### src/include/ppw_pkg.sv
// What this block does
// RULE1 - software selects up count in this mode
// RULE2 - active edge copies counter into capture register
// RULE3 - active edge reloads counter from reload value
// RULE4 - request on overflow tick and measured edges
// RULE5 - overflow sets flag, counting carries on
// RULE6 - sixteen bit up counter with reload register
// RULE7 - count source field picks clock or pin
// RULE8 - external count pin at most half clock
// RULE9 - capture register writable only while stopped
// RULE10 - input type and mode bit select measurement
// RULE11 - terminal count control picks end condition
// RULE12 - edge field picks period or width
// RULE13 - flags change only with mask bit written
// RULE14 - first edge silent, later edges need enable
// RULE15 - overflow flag only marks counter overflow
// RULE16 - software range checks measured values
// RULE17 - enable bit starts and stops counting
// RULE18 - counter steps on synchronised source edges
package ppw_pkg;
  // register bus geometry
  localparam int ADDR_W = 8;
  localparam int DATA_W = 32;
  // register byte offsets
  localparam logic [7:0] OFF_MODE = 8'h00;
  localparam logic [7:0] OFF_CTRL = 8'h04;
  localparam logic [7:0] OFF_RELOAD = 8'h08;
  localparam logic [7:0] OFF_CMPRLD = 8'h0c;
  localparam logic [7:0] OFF_COUNT = 8'h10;
  localparam logic [7:0] OFF_ISTAT = 8'h14;
  localparam logic [7:0] OFF_IEN = 8'h18;
  localparam logic [7:0] OFF_ICLR = 8'h1c;
  // mode word field positions
  localparam int POS_TYPE = 16;
  localparam int POS_OPMODE = 17;
  localparam int POS_TCC = 18;
  localparam int POS_EDGE_LO = 21;
  localparam int POS_FMASK = 24;
  localparam int POS_UFLAG = 25;
  localparam int POS_OFLAG = 26;
  localparam int POS_DIR = 28;
  localparam int POS_CSRC_LO = 29;
  // mode bits that a plain write stores
  localparam logic [31:0] MODE_WMASK = 32'hf0e70000;
  // enable bit of the control word
  localparam int POS_EN = 0;
  // interrupt status bit positions
  localparam int IRQ_EDGE = 0;
  localparam int IRQ_OVF = 1;
  // count source encodings
  localparam logic [2:0] CS_DIV1 = 3'h0;
  localparam logic [2:0] CS_DIV8 = 3'h1;
  localparam logic [2:0] CS_DIV32 = 3'h2;
  localparam logic [2:0] CS_DIV128 = 3'h3;
  localparam logic [2:0] CS_EXT = 3'h6;
  // measured edge encodings
  localparam logic [2:0] ME_RISE = 3'h1;
  localparam logic [2:0] ME_FALL = 3'h2;
  localparam logic [2:0] ME_BOTH = 3'h3;
  // terminal count values
  localparam logic [15:0] TC_LOW = 16'h0000;
  localparam logic [15:0] TC_HIGH = 16'hffff;
  // reset values
  localparam logic [31:0] RST_MODE = 32'h00000000;
  localparam logic [15:0] RST_REL = 16'h0000;
  localparam logic [15:0] RST_CNT = 16'h0000;
  // register bus request carrier
  typedef struct packed {
    logic [7:0] addr;
    logic [31:0] wdata;
    logic wr;
    logic rd;
  } ppw_bus_req_t;
endpackage : ppw_pkg

### src/rtl/ppw_capture.sv
// Local design decisions: the register addresses and the plain strobed port.
`timescale 1ns/1ps
// period and pulse width capture channel
module ppw_capture (
  input wire logic core_clk,
  input wire logic rst,
  input ppw_pkg::ppw_bus_req_t bus_req,
  output logic [31:0] bus_rdata,
  input wire logic measured_wave_pin,
  input wire logic ext_count_pin,
  output logic irq,
  output logic dma_req
);

  // whole module state
  typedef struct packed {
    logic wave_s1; // first sync stage of measured pin
    logic wave_s2; // second sync stage
    logic wave_d; // delayed copy for edge detect
    logic ext_s1; // first sync stage of count pin
    logic ext_s2; // second sync stage
    logic ext_d; // delayed copy for edge detect
    logic [6:0] presc; // free running prescaler
    logic [31:0] mode; // mode word, fields in the upper half
    logic enable; // channel enable
    logic [15:0] reload; // starting value of counter
    logic [15:0] cmprld; // compare value and capture result
    logic [15:0] count; // measurement counter
    logic first_done; // first measured edge already seen
    logic [1:0] istat; // sticky interrupt causes
    logic [1:0] ien; // interrupt enables
    logic dma; // one cycle dma request
    logic [31:0] rdata; // read data for the cycle after a read
  } ppw_state_t;

  ppw_state_t state_reg; // registered state
  ppw_state_t state_next; // next state
  logic tick; // count source active edge
  logic wave_rise; // measured pin rising edge
  logic wave_fall; // measured pin falling edge
  logic meas_mode; // measurement mode selected
  logic meas_hit; // selected measured edge while running
  logic meas_req; // measured edge that raises a request
  logic at_tc; // counter sits at terminal count
  logic ovf_hit; // tick taken at terminal count
  logic [2:0] csrc; // count source field
  logic [2:0] edge_sel; // measured edge field
  logic wr_mode; // write to mode word
  logic wr_cmprld; // write to capture register
  logic flag_wr; // masked write to the flag bits

  // field views and decoded strobes
  assign csrc = state_reg.mode[ppw_pkg::POS_CSRC_LO +: 3];
  assign edge_sel = state_reg.mode[ppw_pkg::POS_EDGE_LO +: 3];
  assign wr_mode = bus_req.wr && (bus_req.addr == ppw_pkg::OFF_MODE);
  assign wr_cmprld = bus_req.wr && (bus_req.addr == ppw_pkg::OFF_CMPRLD);
  assign flag_wr = wr_mode && bus_req.wdata[ppw_pkg::POS_FMASK];

  // edge detection on synchronised pins
  always_comb begin
    wave_rise = state_reg.wave_s2 && !state_reg.wave_d;
    wave_fall = !state_reg.wave_s2 && state_reg.wave_d;
  end

  // count source selection
  always_comb begin
    // RULE7 - source field decode
    case (csrc)
      ppw_pkg::CS_DIV1: tick = 1'b1;
      ppw_pkg::CS_DIV8: tick = &state_reg.presc[2:0];
      ppw_pkg::CS_DIV32: tick = &state_reg.presc[4:0];
      ppw_pkg::CS_DIV128: tick = &state_reg.presc;
      // RULE18 - synchronised pin edge
      ppw_pkg::CS_EXT: tick = state_reg.ext_s2 && !state_reg.ext_d;
      default: tick = 1'b0;
    endcase
  end

  // mode decode and measured edge selection
  always_comb begin
    // RULE10 - input type, measurement mode
    meas_mode = !state_reg.mode[ppw_pkg::POS_TYPE] && state_reg.mode[ppw_pkg::POS_OPMODE];
    // RULE12 - edge field decode
    case (edge_sel)
      ppw_pkg::ME_RISE: meas_hit = wave_rise;
      ppw_pkg::ME_FALL: meas_hit = wave_fall;
      ppw_pkg::ME_BOTH: meas_hit = wave_rise || wave_fall;
      default: meas_hit = 1'b0;
    endcase
    // RULE17 - only while enabled
    meas_hit = meas_hit && meas_mode && state_reg.enable;
    // RULE14 - first edge is silent
    meas_req = meas_hit && state_reg.first_done;
  end

  // terminal count and overflow detection
  always_comb begin
    // RULE11 - terminal count choice
    if (state_reg.mode[ppw_pkg::POS_TCC]) begin
      at_tc = (state_reg.count == ppw_pkg::TC_LOW) || (state_reg.count >= state_reg.cmprld);
    end else begin
      at_tc = (state_reg.count == ppw_pkg::TC_LOW) || (state_reg.count == ppw_pkg::TC_HIGH);
    end
    // RULE5 - tick following terminal count
    ovf_hit = tick && at_tc && meas_mode && state_reg.enable && !meas_hit;
  end

  // next state
  always_comb begin
    state_next = state_reg;
    // two flop synchronisers and edge delay
    state_next.wave_s1 = measured_wave_pin;
    state_next.wave_s2 = state_reg.wave_s1;
    state_next.wave_d = state_reg.wave_s2;
    state_next.ext_s1 = ext_count_pin;
    state_next.ext_s2 = state_reg.ext_s1;
    state_next.ext_d = state_reg.ext_s2;
    state_next.presc = state_reg.presc + 7'h01;
    state_next.dma = 1'b0;
    state_next.rdata = 32'h00000000;
    // software writes
    if (wr_mode) begin
      state_next.mode = (bus_req.wdata & ppw_pkg::MODE_WMASK)
                        | (state_reg.mode & ~ppw_pkg::MODE_WMASK);
      // RULE13 - flags follow only with mask
      if (bus_req.wdata[ppw_pkg::POS_FMASK]) begin
        state_next.mode[ppw_pkg::POS_UFLAG] = bus_req.wdata[ppw_pkg::POS_UFLAG];
        state_next.mode[ppw_pkg::POS_OFLAG] = bus_req.wdata[ppw_pkg::POS_OFLAG];
      end
    end
    // enable write
    if (bus_req.wr && (bus_req.addr == ppw_pkg::OFF_CTRL)) begin
      state_next.enable = bus_req.wdata[ppw_pkg::POS_EN];
    end
    // reload value write
    if (bus_req.wr && (bus_req.addr == ppw_pkg::OFF_RELOAD)) begin
      state_next.reload = bus_req.wdata[15:0];
    end
    // RULE9 - rewrite refused while running
    if (wr_cmprld && !state_reg.enable) begin
      state_next.cmprld = bus_req.wdata[15:0];
    end
    // interrupt enable write
    if (bus_req.wr && (bus_req.addr == ppw_pkg::OFF_IEN)) begin
      state_next.ien = bus_req.wdata[1:0];
    end
    // status clear, a set in the same cycle below wins
    if (bus_req.wr && (bus_req.addr == ppw_pkg::OFF_ICLR)) begin
      state_next.istat = state_reg.istat & ~bus_req.wdata[1:0];
    end
    // stopped channel forgets the first edge
    if (!state_reg.enable) begin
      state_next.first_done = 1'b0;
    end
    // counting and capture
    if (meas_hit) begin
      // RULE2 - capture counter value
      state_next.cmprld = state_reg.count;
      // RULE3 - reload counter
      state_next.count = state_reg.reload;
      state_next.first_done = 1'b1;
    end else if (tick && meas_mode && state_reg.enable) begin
      // RULE6 - up count, wraps at top
      state_next.count = state_reg.count + 16'h0001;
    end
    // RULE15 - flag marks only overflow
    if (ovf_hit) begin
      state_next.mode[ppw_pkg::POS_OFLAG] = 1'b1;
      state_next.istat[ppw_pkg::IRQ_OVF] = 1'b1;
    end
    if (meas_req) begin
      state_next.istat[ppw_pkg::IRQ_EDGE] = 1'b1;
    end
    // RULE4 - request on both causes
    if (ovf_hit || meas_req) begin
      state_next.dma = 1'b1;
    end
    // read data, answered the next cycle
    if (bus_req.rd) begin
      case (bus_req.addr)
        ppw_pkg::OFF_MODE: state_next.rdata = state_reg.mode & ~(32'h1 << ppw_pkg::POS_FMASK);
        ppw_pkg::OFF_CTRL: state_next.rdata = {31'h0, state_reg.enable};
        ppw_pkg::OFF_RELOAD: state_next.rdata = {16'h0, state_reg.reload};
        ppw_pkg::OFF_CMPRLD: state_next.rdata = {16'h0, state_reg.cmprld};
        ppw_pkg::OFF_COUNT: state_next.rdata = {16'h0, state_reg.count};
        ppw_pkg::OFF_ISTAT: state_next.rdata = {30'h0, state_reg.istat};
        ppw_pkg::OFF_IEN: state_next.rdata = {30'h0, state_reg.ien};
        // unmapped and write only offsets read zero
        default: state_next.rdata = 32'h00000000;
      endcase
    end
  end

  // state register with synchronous reset
  always_ff @(posedge core_clk) begin
    if (rst) begin
      state_reg <= '0;
      state_reg.mode <= ppw_pkg::RST_MODE;
      state_reg.reload <= ppw_pkg::RST_REL;
      state_reg.count <= ppw_pkg::RST_CNT;
    end else begin
      state_reg <= state_next;
    end
  end

  // outputs
  assign bus_rdata = state_reg.rdata;
  assign dma_req = state_reg.dma;
  assign irq = |(state_reg.istat & state_reg.ien);
endmodule : ppw_capture

### config.mk
export PLATFORM = sky130hd
export DESIGN_NAME = ppw_capture
export DESIGN_NICKNAME = d
export VERILOG_FILES = /design/src/include/ppw_pkg.sv /design/src/rtl/ppw_capture.sv
export SDC_FILE = /design/constraint.sdc
export NUM_CORES = 1
export LEC_CHECK = 0
export BUFFER_PORTS_ARGS = -buffer_cell sky130_fd_sc_hd__buf_2
export CAP_MARGIN = 10
export CELL_PAD_IN_SITES_DETAIL_PLACEMENT = 1
export CELL_PAD_IN_SITES_GLOBAL_PLACEMENT = 2
export CORE_MARGIN = 1.5
export CORE_UTILIZATION = 34
export DETAILED_ROUTE_END_ITERATION = 10
export PLACE_DENSITY_LB_ADDON = 0.1
export SYNTH_ARGS = -nofsm -noshare
export SYNTH_HDL_FRONTEND = slang
export SYNTH_SLANG_ARGS = --single-unit
### constraint.sdc
create_clock -name core_clk -period 3.1 [get_ports core_clk]
set_input_delay 0.93 -clock core_clk [delete_from_list [all_inputs] [get_ports core_clk]]
set_output_delay 0.93 -clock core_clk [all_outputs]
set_load 0.01 [all_outputs]
==> results.cfg, run 1 <==
[run_status]
outcome = finished clean

[sta]
rsz0062_at_grt = false
fin_ws_ns = 0.5509
report.final.slew_viol_count = 0
fin_crit_ns = 2.549
tns_ns = 0
finalClockSkew_ns = 0.007551
tightest_slew_ns = 0.9495
maxSlewHeadroom_pct = 36.63
hold_ws_ns = 0.4450
finalHoldViolCount = 0
max_freq_mhz = 392.3
period_share_pct = 82.23
setup_viol = 0

[global_routing]
antenna_found_initial = 0
grt_usage_pct = 18.58
grt_pass1_wl_um = 23200
gr-total-overflow = 0
grt_pass1_vias = 4373
grt_max_degree = 81

[setup_path]
reg2reg_from = state_reg[119]$_SDFF_PP0_
reg2regPathDepth = 8
path_cells = ha_1 > ha_1 > o21bai_1 > a221oi_1 > nand4_1 > nor3_1 > xnor2_1 > a211oi_1
cp_common_cell = ha_1
r2r_slack_ns = 0.55
crit_required_ns = 3.37
crit_fanout = 8
critPathCaptureType = flop
cp_slowest_cell = a221oi_1
worst_ep_arrival_time_ns = 2.82
path_class = reg -> reg
critPathMaxStageDelay_ns = 0.47
r2r_end = state_reg[51]$_SDFFE_PP0P_
worstSetupStartpointType = flop

[floorplanning]
boundaryPins = 80
core_area_um2 = 14530
die_width_um = 125.0
dieArea_um2 = 15620
die_h_um = 125.0
rows = 44
start_util_pct = 34.81

[final_layout]
largest_reg_flops = 69
layout_common_cells = 109 x dfxtp_1, 75 x buf_2, 66 x nand2_1, 56 x nor2_1, 42 x a21oi_1
final_common_cell = dfxtp_1
syn2layout_area_growth_pct = 13.21
fin_nets = 682
antenna_cells = 0
fin_cells = 801
num-fill-cells = 1753
drive_above_1_share_pct = 18.15

[pwr]
p_leak_nw = 2.272
p_total_mw = 2.704
power_density_nw_per_um2 = 472.2
ir_drop_uv = 266.7

[clocking]
htreeDepth = 3
cts_buffers = 9
ctsHoldBuffers = 0
cts_tree = built
post_cts_resize_count = 0
path_clk_slew_ns = 0.08
insertion_delay_ns = 0.36
numClockSinks = 109
post_cts_buffers = 0
clk_path_buf_depth = 2
cts_root_buffer = clkbuf_16

[yosys]
synth.top_cell.area_share_pct = 43.14
yosysUniqueCellTypes = 55
async_flop_share_pct = 0
syn_area_per_cell_um2 = 8.828
ys_warn_count = 0
seq_area_frac_synth_pct = 43.14
synth_area_um2 = 5059
ys_ff_latch = 109
netlist_instances = 573
synth-edff-count = 0
ys.flop_type = dfxtp_1
yosys.area.top_type = dfxtp_1
synthTopCellsByArea = dfxtp_1 43%, ha_1 5.7%, buf_4 4.9%, nand2_1 4.9%, a21oi_1 4.2%

[detailed_routing]
drtAntennaViolNets = 0
post-route-drc-count = 0
drtPass1Iterations = 6
wl_per_cell_um = 17.44
routed_wl_um = 13970
vias_per_cell = 5.288
dr_total_vias = 4236
drt_iter0_drc = 285

[worst_hold_path]
min_to = state_next[129]$_SDFF_PP0_
hp-start = state_next[130]$_SDFF_PP0_
holdCritPathClass = reg -> reg
whs_path_depth = 1

[placement]
finalWeightedCongestion = 0.7560
io_buffers = 75
dp_cells = 786
place_hpwl_um = 9631
pre_cts_ws_ns = 0.3047

[run]
cap_violations = 0
-- synthesized netlist by cell type (all sizes together) (4+ instances only) --
master,instances
nor3,7
dfxtp,109
buf,45
clkbuf,19
xor2,6
nor2,57
and3,4
nand3,10
nand2b,4
a22oi,18
nor2b,9
a211oi,15
and2,15
o21ai,6
and4,5
mux2i,17
nand4,9
ha,23
a222oi,14
a21oi,42
nand2,66
inv,26
xnor2,11
-- worst max-delay path, delay by kind of cell, from the launching register on --
family                   cells  cell delay (ns)
XOR/XNOR                     1             0.13
AO/OA/AOI/OAI                3             0.77
adder cells (fa/ha/maj)      2             0.33
flip-flops                   1             0.35
AND/OR/NAND/NOR              2             0.87
-- cell type report --
cell class | instances | area (um2) | area share, %
clock inverter | 6 | 80.08 | 1.398
sequential | 109 | 2182 | 38.10
tap | 184 | 230.2 | 4.020
timing repair buffer | 92 | 515.5 | 9.002
inverter | 26 | 97.59 | 1.704
multi-input combinational | 375 | 2396 | 41.84
clock buffer | 9 | 225.2 | 3.933
-- per-stage QoR --
stage                     util [%]  cell area (um2)
after floorplan                  -             5062
after global placement       37.30             5421
after detailed placement     37.30             5421
after CTS                    39.40             5727
after global routing         39.40             5727
final                        39.40             5727
-- cell families (layout without fill, tap and decap cells) --
family                   count (synthesis)  after routing  share of synthesized area, %
AO/OA/AOI/OAI                          114            114                         15.43
other                                    1              2                       0.07413
flip-flops                             109            109                         43.14
XOR/XNOR                                17             17                         2.943
multiplexers                            17             17                         3.364
AND/OR/NAND/NOR                        202            202                         19.79
buffers and inverters                   90            133                         9.572
adder cells (fa/ha/maj)                 23             23                         5.689
-- worst max-delay path by stage --
| stage | startpoint | to | slack [ns] | cells past startpoint |
|---|---|---|---|---|
| 2_1_floorplan | bus_req[41] | state_reg[59]$_SDFFE_PP0P_ | 0.44 | 8 |
| 3_3_place_gp | bus_req[41] | bus_rdata[15]$_SDFF_PP0_ | 0.32 | 7 |
| 3_5_place_dp | bus_req[41] | state_reg[78]$_SDFFE_PP0P_ | 0.30 | 8 |
| 4_1_cts | state_reg[119]$_SDFF_PP0_ | state_reg[51]$_SDFFE_PP0P_ | 0.51 | 8 |
| 5_1_grt | state_reg[119]$_SDFF_PP0_ | state_reg[51]$_SDFFE_PP0P_ | 0.25 | 8 |
| 6_report | state_reg[119]$_SDFF_PP0_ | state_reg[51]$_SDFFE_PP0P_ | 0.55 | 8 |
-- report_power, final --
group / leakage (nW) / switching, mW / internal, mW
clock network: 0.146 / 0.571 / 0.639
logic: 1.25 / 0.0496 / 0.0341
registers: 0.880 / 0.00425 / 1.41
-- routing by layer --
metal	track usage [%]	vias up	part of all wire [%]	routed length, um
li1	-	2050	-	-
met1	24.91	2093	48	6645
met2	30.54	82	47	6582
met3	3.637	11	4.2	593
met4	5.281	0	1.1	148
met5	0	-	0	0
No activity file was read; power rests on OpenSTA's default activity.
==> inputs of run 2 (changes only) <==
- clock period: 3.1 -> 2.45 ns (I/O delays scaled with it)
==> run 2 against run 1 <==
Total power grew 23%. Non-clock buffer count up 18. Worst setup slack worse by 0.37 ns. Critical endpoint is now state_reg[113]$_SDFFE_PP0P_. Final cell count grew 2.4%. Sequential power is 26% higher. Critical path type unchanged.
==> results.cfg, run 2 (synthesis gave the netlist of run 1 again) <==
[run_status]
outcome = finished clean

[floorplanning]
dieArea_um2 = 15620
die_width_um = 125.0
core_area_um2 = 14530
rows = 44
start_util_pct = 34.81
boundaryPins = 80
die_h_um = 125.0

[clocking]
cts_root_buffer = clkbuf_16
path_clk_slew_ns = 0.08
cts_buffers = 9
post_cts_resize_count = 0
htreeDepth = 3
post_cts_buffers = 0
cts_tree = built
clk_path_buf_depth = 2
insertion_delay_ns = 0.35
numClockSinks = 109
ctsHoldBuffers = 0

[detailed_routing]
met2WireLength_um = 6789
routed_wl_um = 14420
wl_met1_um = 7101
drt_iter0_drc = 245
vias_per_cell = 5.196
wl_per_cell_um = 17.58
drtAntennaViolNets = 0
highest_layer = met4
post-route-drc-count = 0
dr_total_vias = 4261
drtPass1Iterations = 5
dr_wl_met3_um = 412

[global_routing]
gr-total-overflow = 0
grt_max_degree = 81
antenna_found_initial = 0
grt_pass1_vias = 4373
grt_pass1_wl_um = 23380
grt_usage_pct = 18.92

[pwr]
p_clk_share_pct = 42.9
ir_drop_uv = 402.6
power.share.sequential_pct = 53.7
power_density_nw_per_um2 = 563.2
p_switching_uw = 789.2
p_int_mw = 2.534
combPwrFrac_pct = 3.4
p_leak_nw = 2.373
p_sw_share_pct = 23.75

[sta]
rsz0062_at_grt = false
tightest_slew_ns = 0.5386
report.final.slew_viol_count = 0
period_share_pct = 92.44
fin_ws_ns = 0.1851
setup_viol = 0
finalHoldViolCount = 0
finalClockSkew_ns = 0.006447
hold_ws_ns = 0.4550
maxSlewHeadroom_pct = 64.01
fin_crit_ns = 2.265
max_freq_mhz = 441.5

[setup_path]
crit_fanout = 3
worst_ep_arrival_time_ns = 2.50
path_class = reg -> reg
worstSetupStartpointType = flop
path_cells = inv_1 > ha_1 > nand2b_1 > a2111oi_1 > o41ai_1 > buf_4 > a211oi_1 > or4_1 > a21oi_1
critPathMaxStageDelay_ns = 0.50
crit_required_ns = 2.68
critPathCaptureType = flop
cp_slowest_cell = a2111oi_1

[final_layout]
fin_util_pct = 40.60
final_common_cell = dfxtp_1
num-fill-cells = 1728
syn2layout_area_growth_pct = 16.65
layout_common_cells = 109 x dfxtp_1, 75 x buf_2, 66 x nand2_1, 56 x nor2_1, 42 x a21oi_1
fin_nets = 700
largest_reg_flops = 69
antenna_cells = 0
drive_above_1_share_pct = 20.60
fin_cells = 820

[placement]
place_hpwl_um = 10010
dp_cells = 804
io_buffers = 75
pre_cts_ws_ns = -0.09327
finalWeightedCongestion = 0.7685

[worst_hold_path]
holdCritPathClass = reg -> reg

[run]
cap_violations = 0
## run 2: cell type report
cell class / instances / area, um2 / share of cell area (%)
Clock buffer: 10 / 229.0 / 3.880
Multi-Input combinational cell: 375 / 2409 / 40.82
Sequential cell: 109 / 2182 / 36.98
Clock inverter: 6 / 52.55 / 0.8906
Timing Repair Buffer: 110 / 700.7 / 11.87
Tap cell: 184 / 230.2 / 3.902
Inverter: 26 / 97.59 / 1.654
## run 2: routing by layer
layer	GRT usage (%)	up-vias
met5	0	-
met4	4.612	0
met3	3.594	10
met2	31.79	71
met1	25.15	2096
li1	-	2084
## run 2: metrics by stage
step	TNS, ns	cell area (um2)	power [mW]
final	0	5901	3.323
after detailed placement	-1.169	5607	1.940
after floorplan	0	5069	1.874
after global placement	-0.8368	5607	1.936
after CTS	0	5888	3.379
after global routing	0	5901	3.460
## run 2: path summary, 6_finish.rpt
check	depth (start not counted)	slack, ns	startpoint	to
max	9	0.19	state_reg[38]$_SDFFE_PP0P_	state_reg[113]$_SDFFE_PP0P_
min	1	0.46	state_next[127]$_SDFF_PP0_	state_next[126]$_SDFF_PP0_
max reg2reg	9	0.19	state_reg[38]$_SDFFE_PP0P_	state_reg[113]$_SDFFE_PP0P_
min reg2reg	1	0.46	state_next[127]$_SDFF_PP0_	state_next[126]$_SDFF_PP0_
## run 2: power by group through the flow
stage / Combinational [mW] / Clock (mW) / Sequential, mW
after global routing: 0.124 / 1.55 / 1.79
after global placement: 0.110 / 0 / 1.83
after floorplan: 0.0489 / 0 / 1.83
final: 0.111 / 1.43 / 1.78
after detailed placement: 0.113 / 0 / 1.83
after CTS: 0.113 / 1.48 / 1.78
## run 2: critical path, delay by kind of cell, from the launching register on
kind	cells	cell delay, ns
AOI/OAI and AO/OA	4	0.95
and+or+nand+nor	2	0.36
DFF	1	0.34
adders and majority gates	1	0.28
buffers and inverters	2	0.22
==> inputs of run 3 (changes only) <==
- ABC_AREA: not set -> 1
- CORE_UTILIZATION: 34 -> 33
- clock period: 2.45 -> 2.6 ns (I/O delays scaled with it)
==> run 3 against run 2 <==
Area after synthesis up 8.8%. Register-to-register slack better by 0.49 ns. Clock power down 6%. Global-route usage up 0.88 points. First-iteration DRC count down 20%. Core utilization down 3.4 points. Worst hold slack worse by 0.049 ns. Largest cell class unchanged.
==> results.cfg, run 3 <==
[clocking]
post_cts_buffers = 0
insertion_delay_ns = 0.35
post_cts_resize_count = 0
clk_path_buf_depth = 2
ctsHoldBuffers = 0
path_clk_slew_ns = 0.07
cts_tree = built
cts_buffers = 9
cts_root_buffer = clkbuf_16
htreeDepth = 3
numClockSinks = 109

[final_layout]
antenna_cells = 0
design_area_um2 = 6131
largest_reg_flops = 69
final_common_cell = nand2_1
fin_nets = 852
layout_common_cells = 115 x nand2_1, 109 x dfxtp_1, 88 x inv_1, 82 x nor2_1, 75 x buf_2
drive_above_1_share_pct = 18.45
fin_cells = 1006
syn2layout_area_growth_pct = 11.36

[detailed_routing]
wl_per_cell_um = 16.81
drt_iter0_drc = 195
post-route-drc-count = 0
vias_per_cell = 4.886
dr_total_vias = 4915
drtPass1Iterations = 4
drtAntennaViolNets = 0
routed_wl_um = 16910

[setup_path]
worstSetupStartpointType = input port
crit_fanout = 16
worst_ep_arrival_time_ns = 2.31
r2r_end = state_reg[55]$_SDFFE_PP0P_
r2r_slack_ns = 0.68
reg2reg_from = state_reg[129]$_SDFF_PP0_
path_class = in -> reg
crit_required_ns = 2.85
critPathCaptureType = flop
reg2regPathDepth = 11

[floorplanning]
die_h_um = 132.2
rows = 47
dieArea_um2 = 17470
boundaryPins = 80
start_util_pct = 33.43
die_width_um = 132.2
core_area_um2 = 16470

[global_routing]
grt_usage_pct = 19.81
grt_pass1_vias = 5025
grt_max_degree = 49
antenna_found_initial = 0
gr-total-overflow = 0
grt_pass1_wl_um = 26960

[sta]
finalHoldViolCount = 0
fin_crit_ns = 2.060
hold_ws_ns = 0.4064
period_share_pct = 79.21
tns_ns = 0
max_freq_mhz = 485.5
report.final.slew_viol_count = 0
tightest_slew_ns = 0.6258
finalClockSkew_ns = 0.01045
setup_viol = 0
maxSlewHeadroom_pct = 58.28
rsz0062_at_grt = false

[run]
cap_violations = 0

[placement]
io_buffers = 75
place_hpwl_um = 12070
finalWeightedCongestion = 0.8418
dp_cells = 992
placed_area_um2 = 5859

[yosys]
async_flop_share_pct = 0
synthTopCellsByArea = dfxtp_1 40%, nand2_1 7.8%, a21oi_1 6.5%, inv_1 6.0%, nor2_1 5.6%
netlist_instances = 747
ys_warn_count = 0
yosysUniqueCellTypes = 39
yosys.area.top_type = dfxtp_1
ys.flop_type = dfxtp_1
ys_ff_latch = 109
syn_area_per_cell_um2 = 7.370
synth-edff-count = 0
synth_commonest_cells = 115 x nand2_1, 109 x dfxtp_1, 88 x inv_1
seq_area_frac_synth_pct = 39.64
synth_area_um2 = 5505
yosysMostFrequentCell = nand2_1
synth.top_cell.area_share_pct = 39.64

[worst_hold_path]
hp-start = state_next[127]$_SDFF_PP0_
min_to = state_next[126]$_SDFF_PP0_
holdCritPathClass = reg -> reg
whs_path_depth = 2

[pwr]
p_leak_nw = 2.547
ir_drop_uv = 267.1
power_density_nw_per_um2 = 512.0
p_total_mw = 3.139

[run_status]
outcome = finished clean
-- run 3: changes by cell type after synthesis, moves of 12 or more --
cell and change:
nand2_1 +49, inv_2 +12, o21ai_0 +34, mux2i_1 -17, a22oi_1 -18, o22ai_1 +19
and2_1 -13, a21oi_1 +30, inv_1 +62, nor2_1 +26, nand3_1 +20, nor3_1 +12
a222oi_1 -14, a211oi_1 -14
-- run 3: through the flow --
| step | worst slack (ns) | util [%] |
|---|---|---|
| 3_5_place_dp | 0.2237 | 35.59 |
| 5_1_grt | 0.3589 | 37.23 |
| 2_1_floorplan | 0.7059 | - |
| 3_3_place_gp | 0.3013 | 35.59 |
| 4_1_cts | 0.5640 | 37.23 |
| 6_report | 0.5404 | 37.23 |
-- run 3: kinds of logic after synthesis --
family                   share of synthesized area, %
flip-flops                                      39.64
AO/OA/AOI/OAI                                   16.27
other                                         0.06812
buffers and inverters                           14.14
adder cells (fa/ha/maj)                         5.227
AND/OR/NAND/NOR                                 23.07
XOR/XNOR                                        1.591
-- run 3: worst max-delay path by stage --
stage                      startpoint                          to  slack (ns)  cells past startpoint
after floorplan           bus_req[41]  state_reg[60]$_SDFFE_PP0P_        0.71                      9
after global placement    bus_req[41]     bus_rdata[8]$_SDFF_PP0_        0.30                      8
after detailed placement  bus_req[41]     bus_rdata[0]$_SDFF_PP0_        0.22                      8
after CTS                 bus_req[41]     bus_rdata[0]$_SDFF_PP0_        0.56                      8
after global routing      bus_req[41]     bus_rdata[0]$_SDFF_PP0_        0.36                      8
final                     bus_req[41]     bus_rdata[3]$_SDFF_PP0_        0.54                      8
-- run 3: area by class of cell --
cell class / instances / area (um2)
timing repair buffer: 87 / 478.0
clock inverter: 5 / 46.29
fill: 2062 / 10330
tap: 220 / 275.3
multi-input combinational: 476 / 2549
sequential: 109 / 2182
clock buffer: 9 / 225.2
inverter: 100 / 375.4
-- run 3: where the power goes --
part | total, mW | leakage, nW | switching (mW) | internal (mW)
Sequential | 1.68 | 0.880 | 0.00515 | 1.68
Clock | 1.34 | 0.134 | 0.679 | 0.659
Combinational | 0.120 | 1.53 | 0.0778 | 0.0417
-- run 3: per-layer routing --
| layer | up-vias | GRT usage [%] | share of wire (%) |
|---|---|---|---|
| met1 | 2367 | 27.85 | 51 |
| met4 | 0 | 5.247 | 1.3 |
| li1 | 2461 | - | - |
| met3 | 14 | 3.153 | 3.6 |
| met2 | 73 | 31.53 | 44 |
| met5 | - | 0 | 0 |
-- run 3: critical path: stages --
cell	delay [ns]
buf_2	0.10
nor2_2	0.13
nand2_1	0.08
nor2_2	0.22
nand4_1	0.24
nand3_1	0.16
nand2_2	0.27
nor2_1	0.32
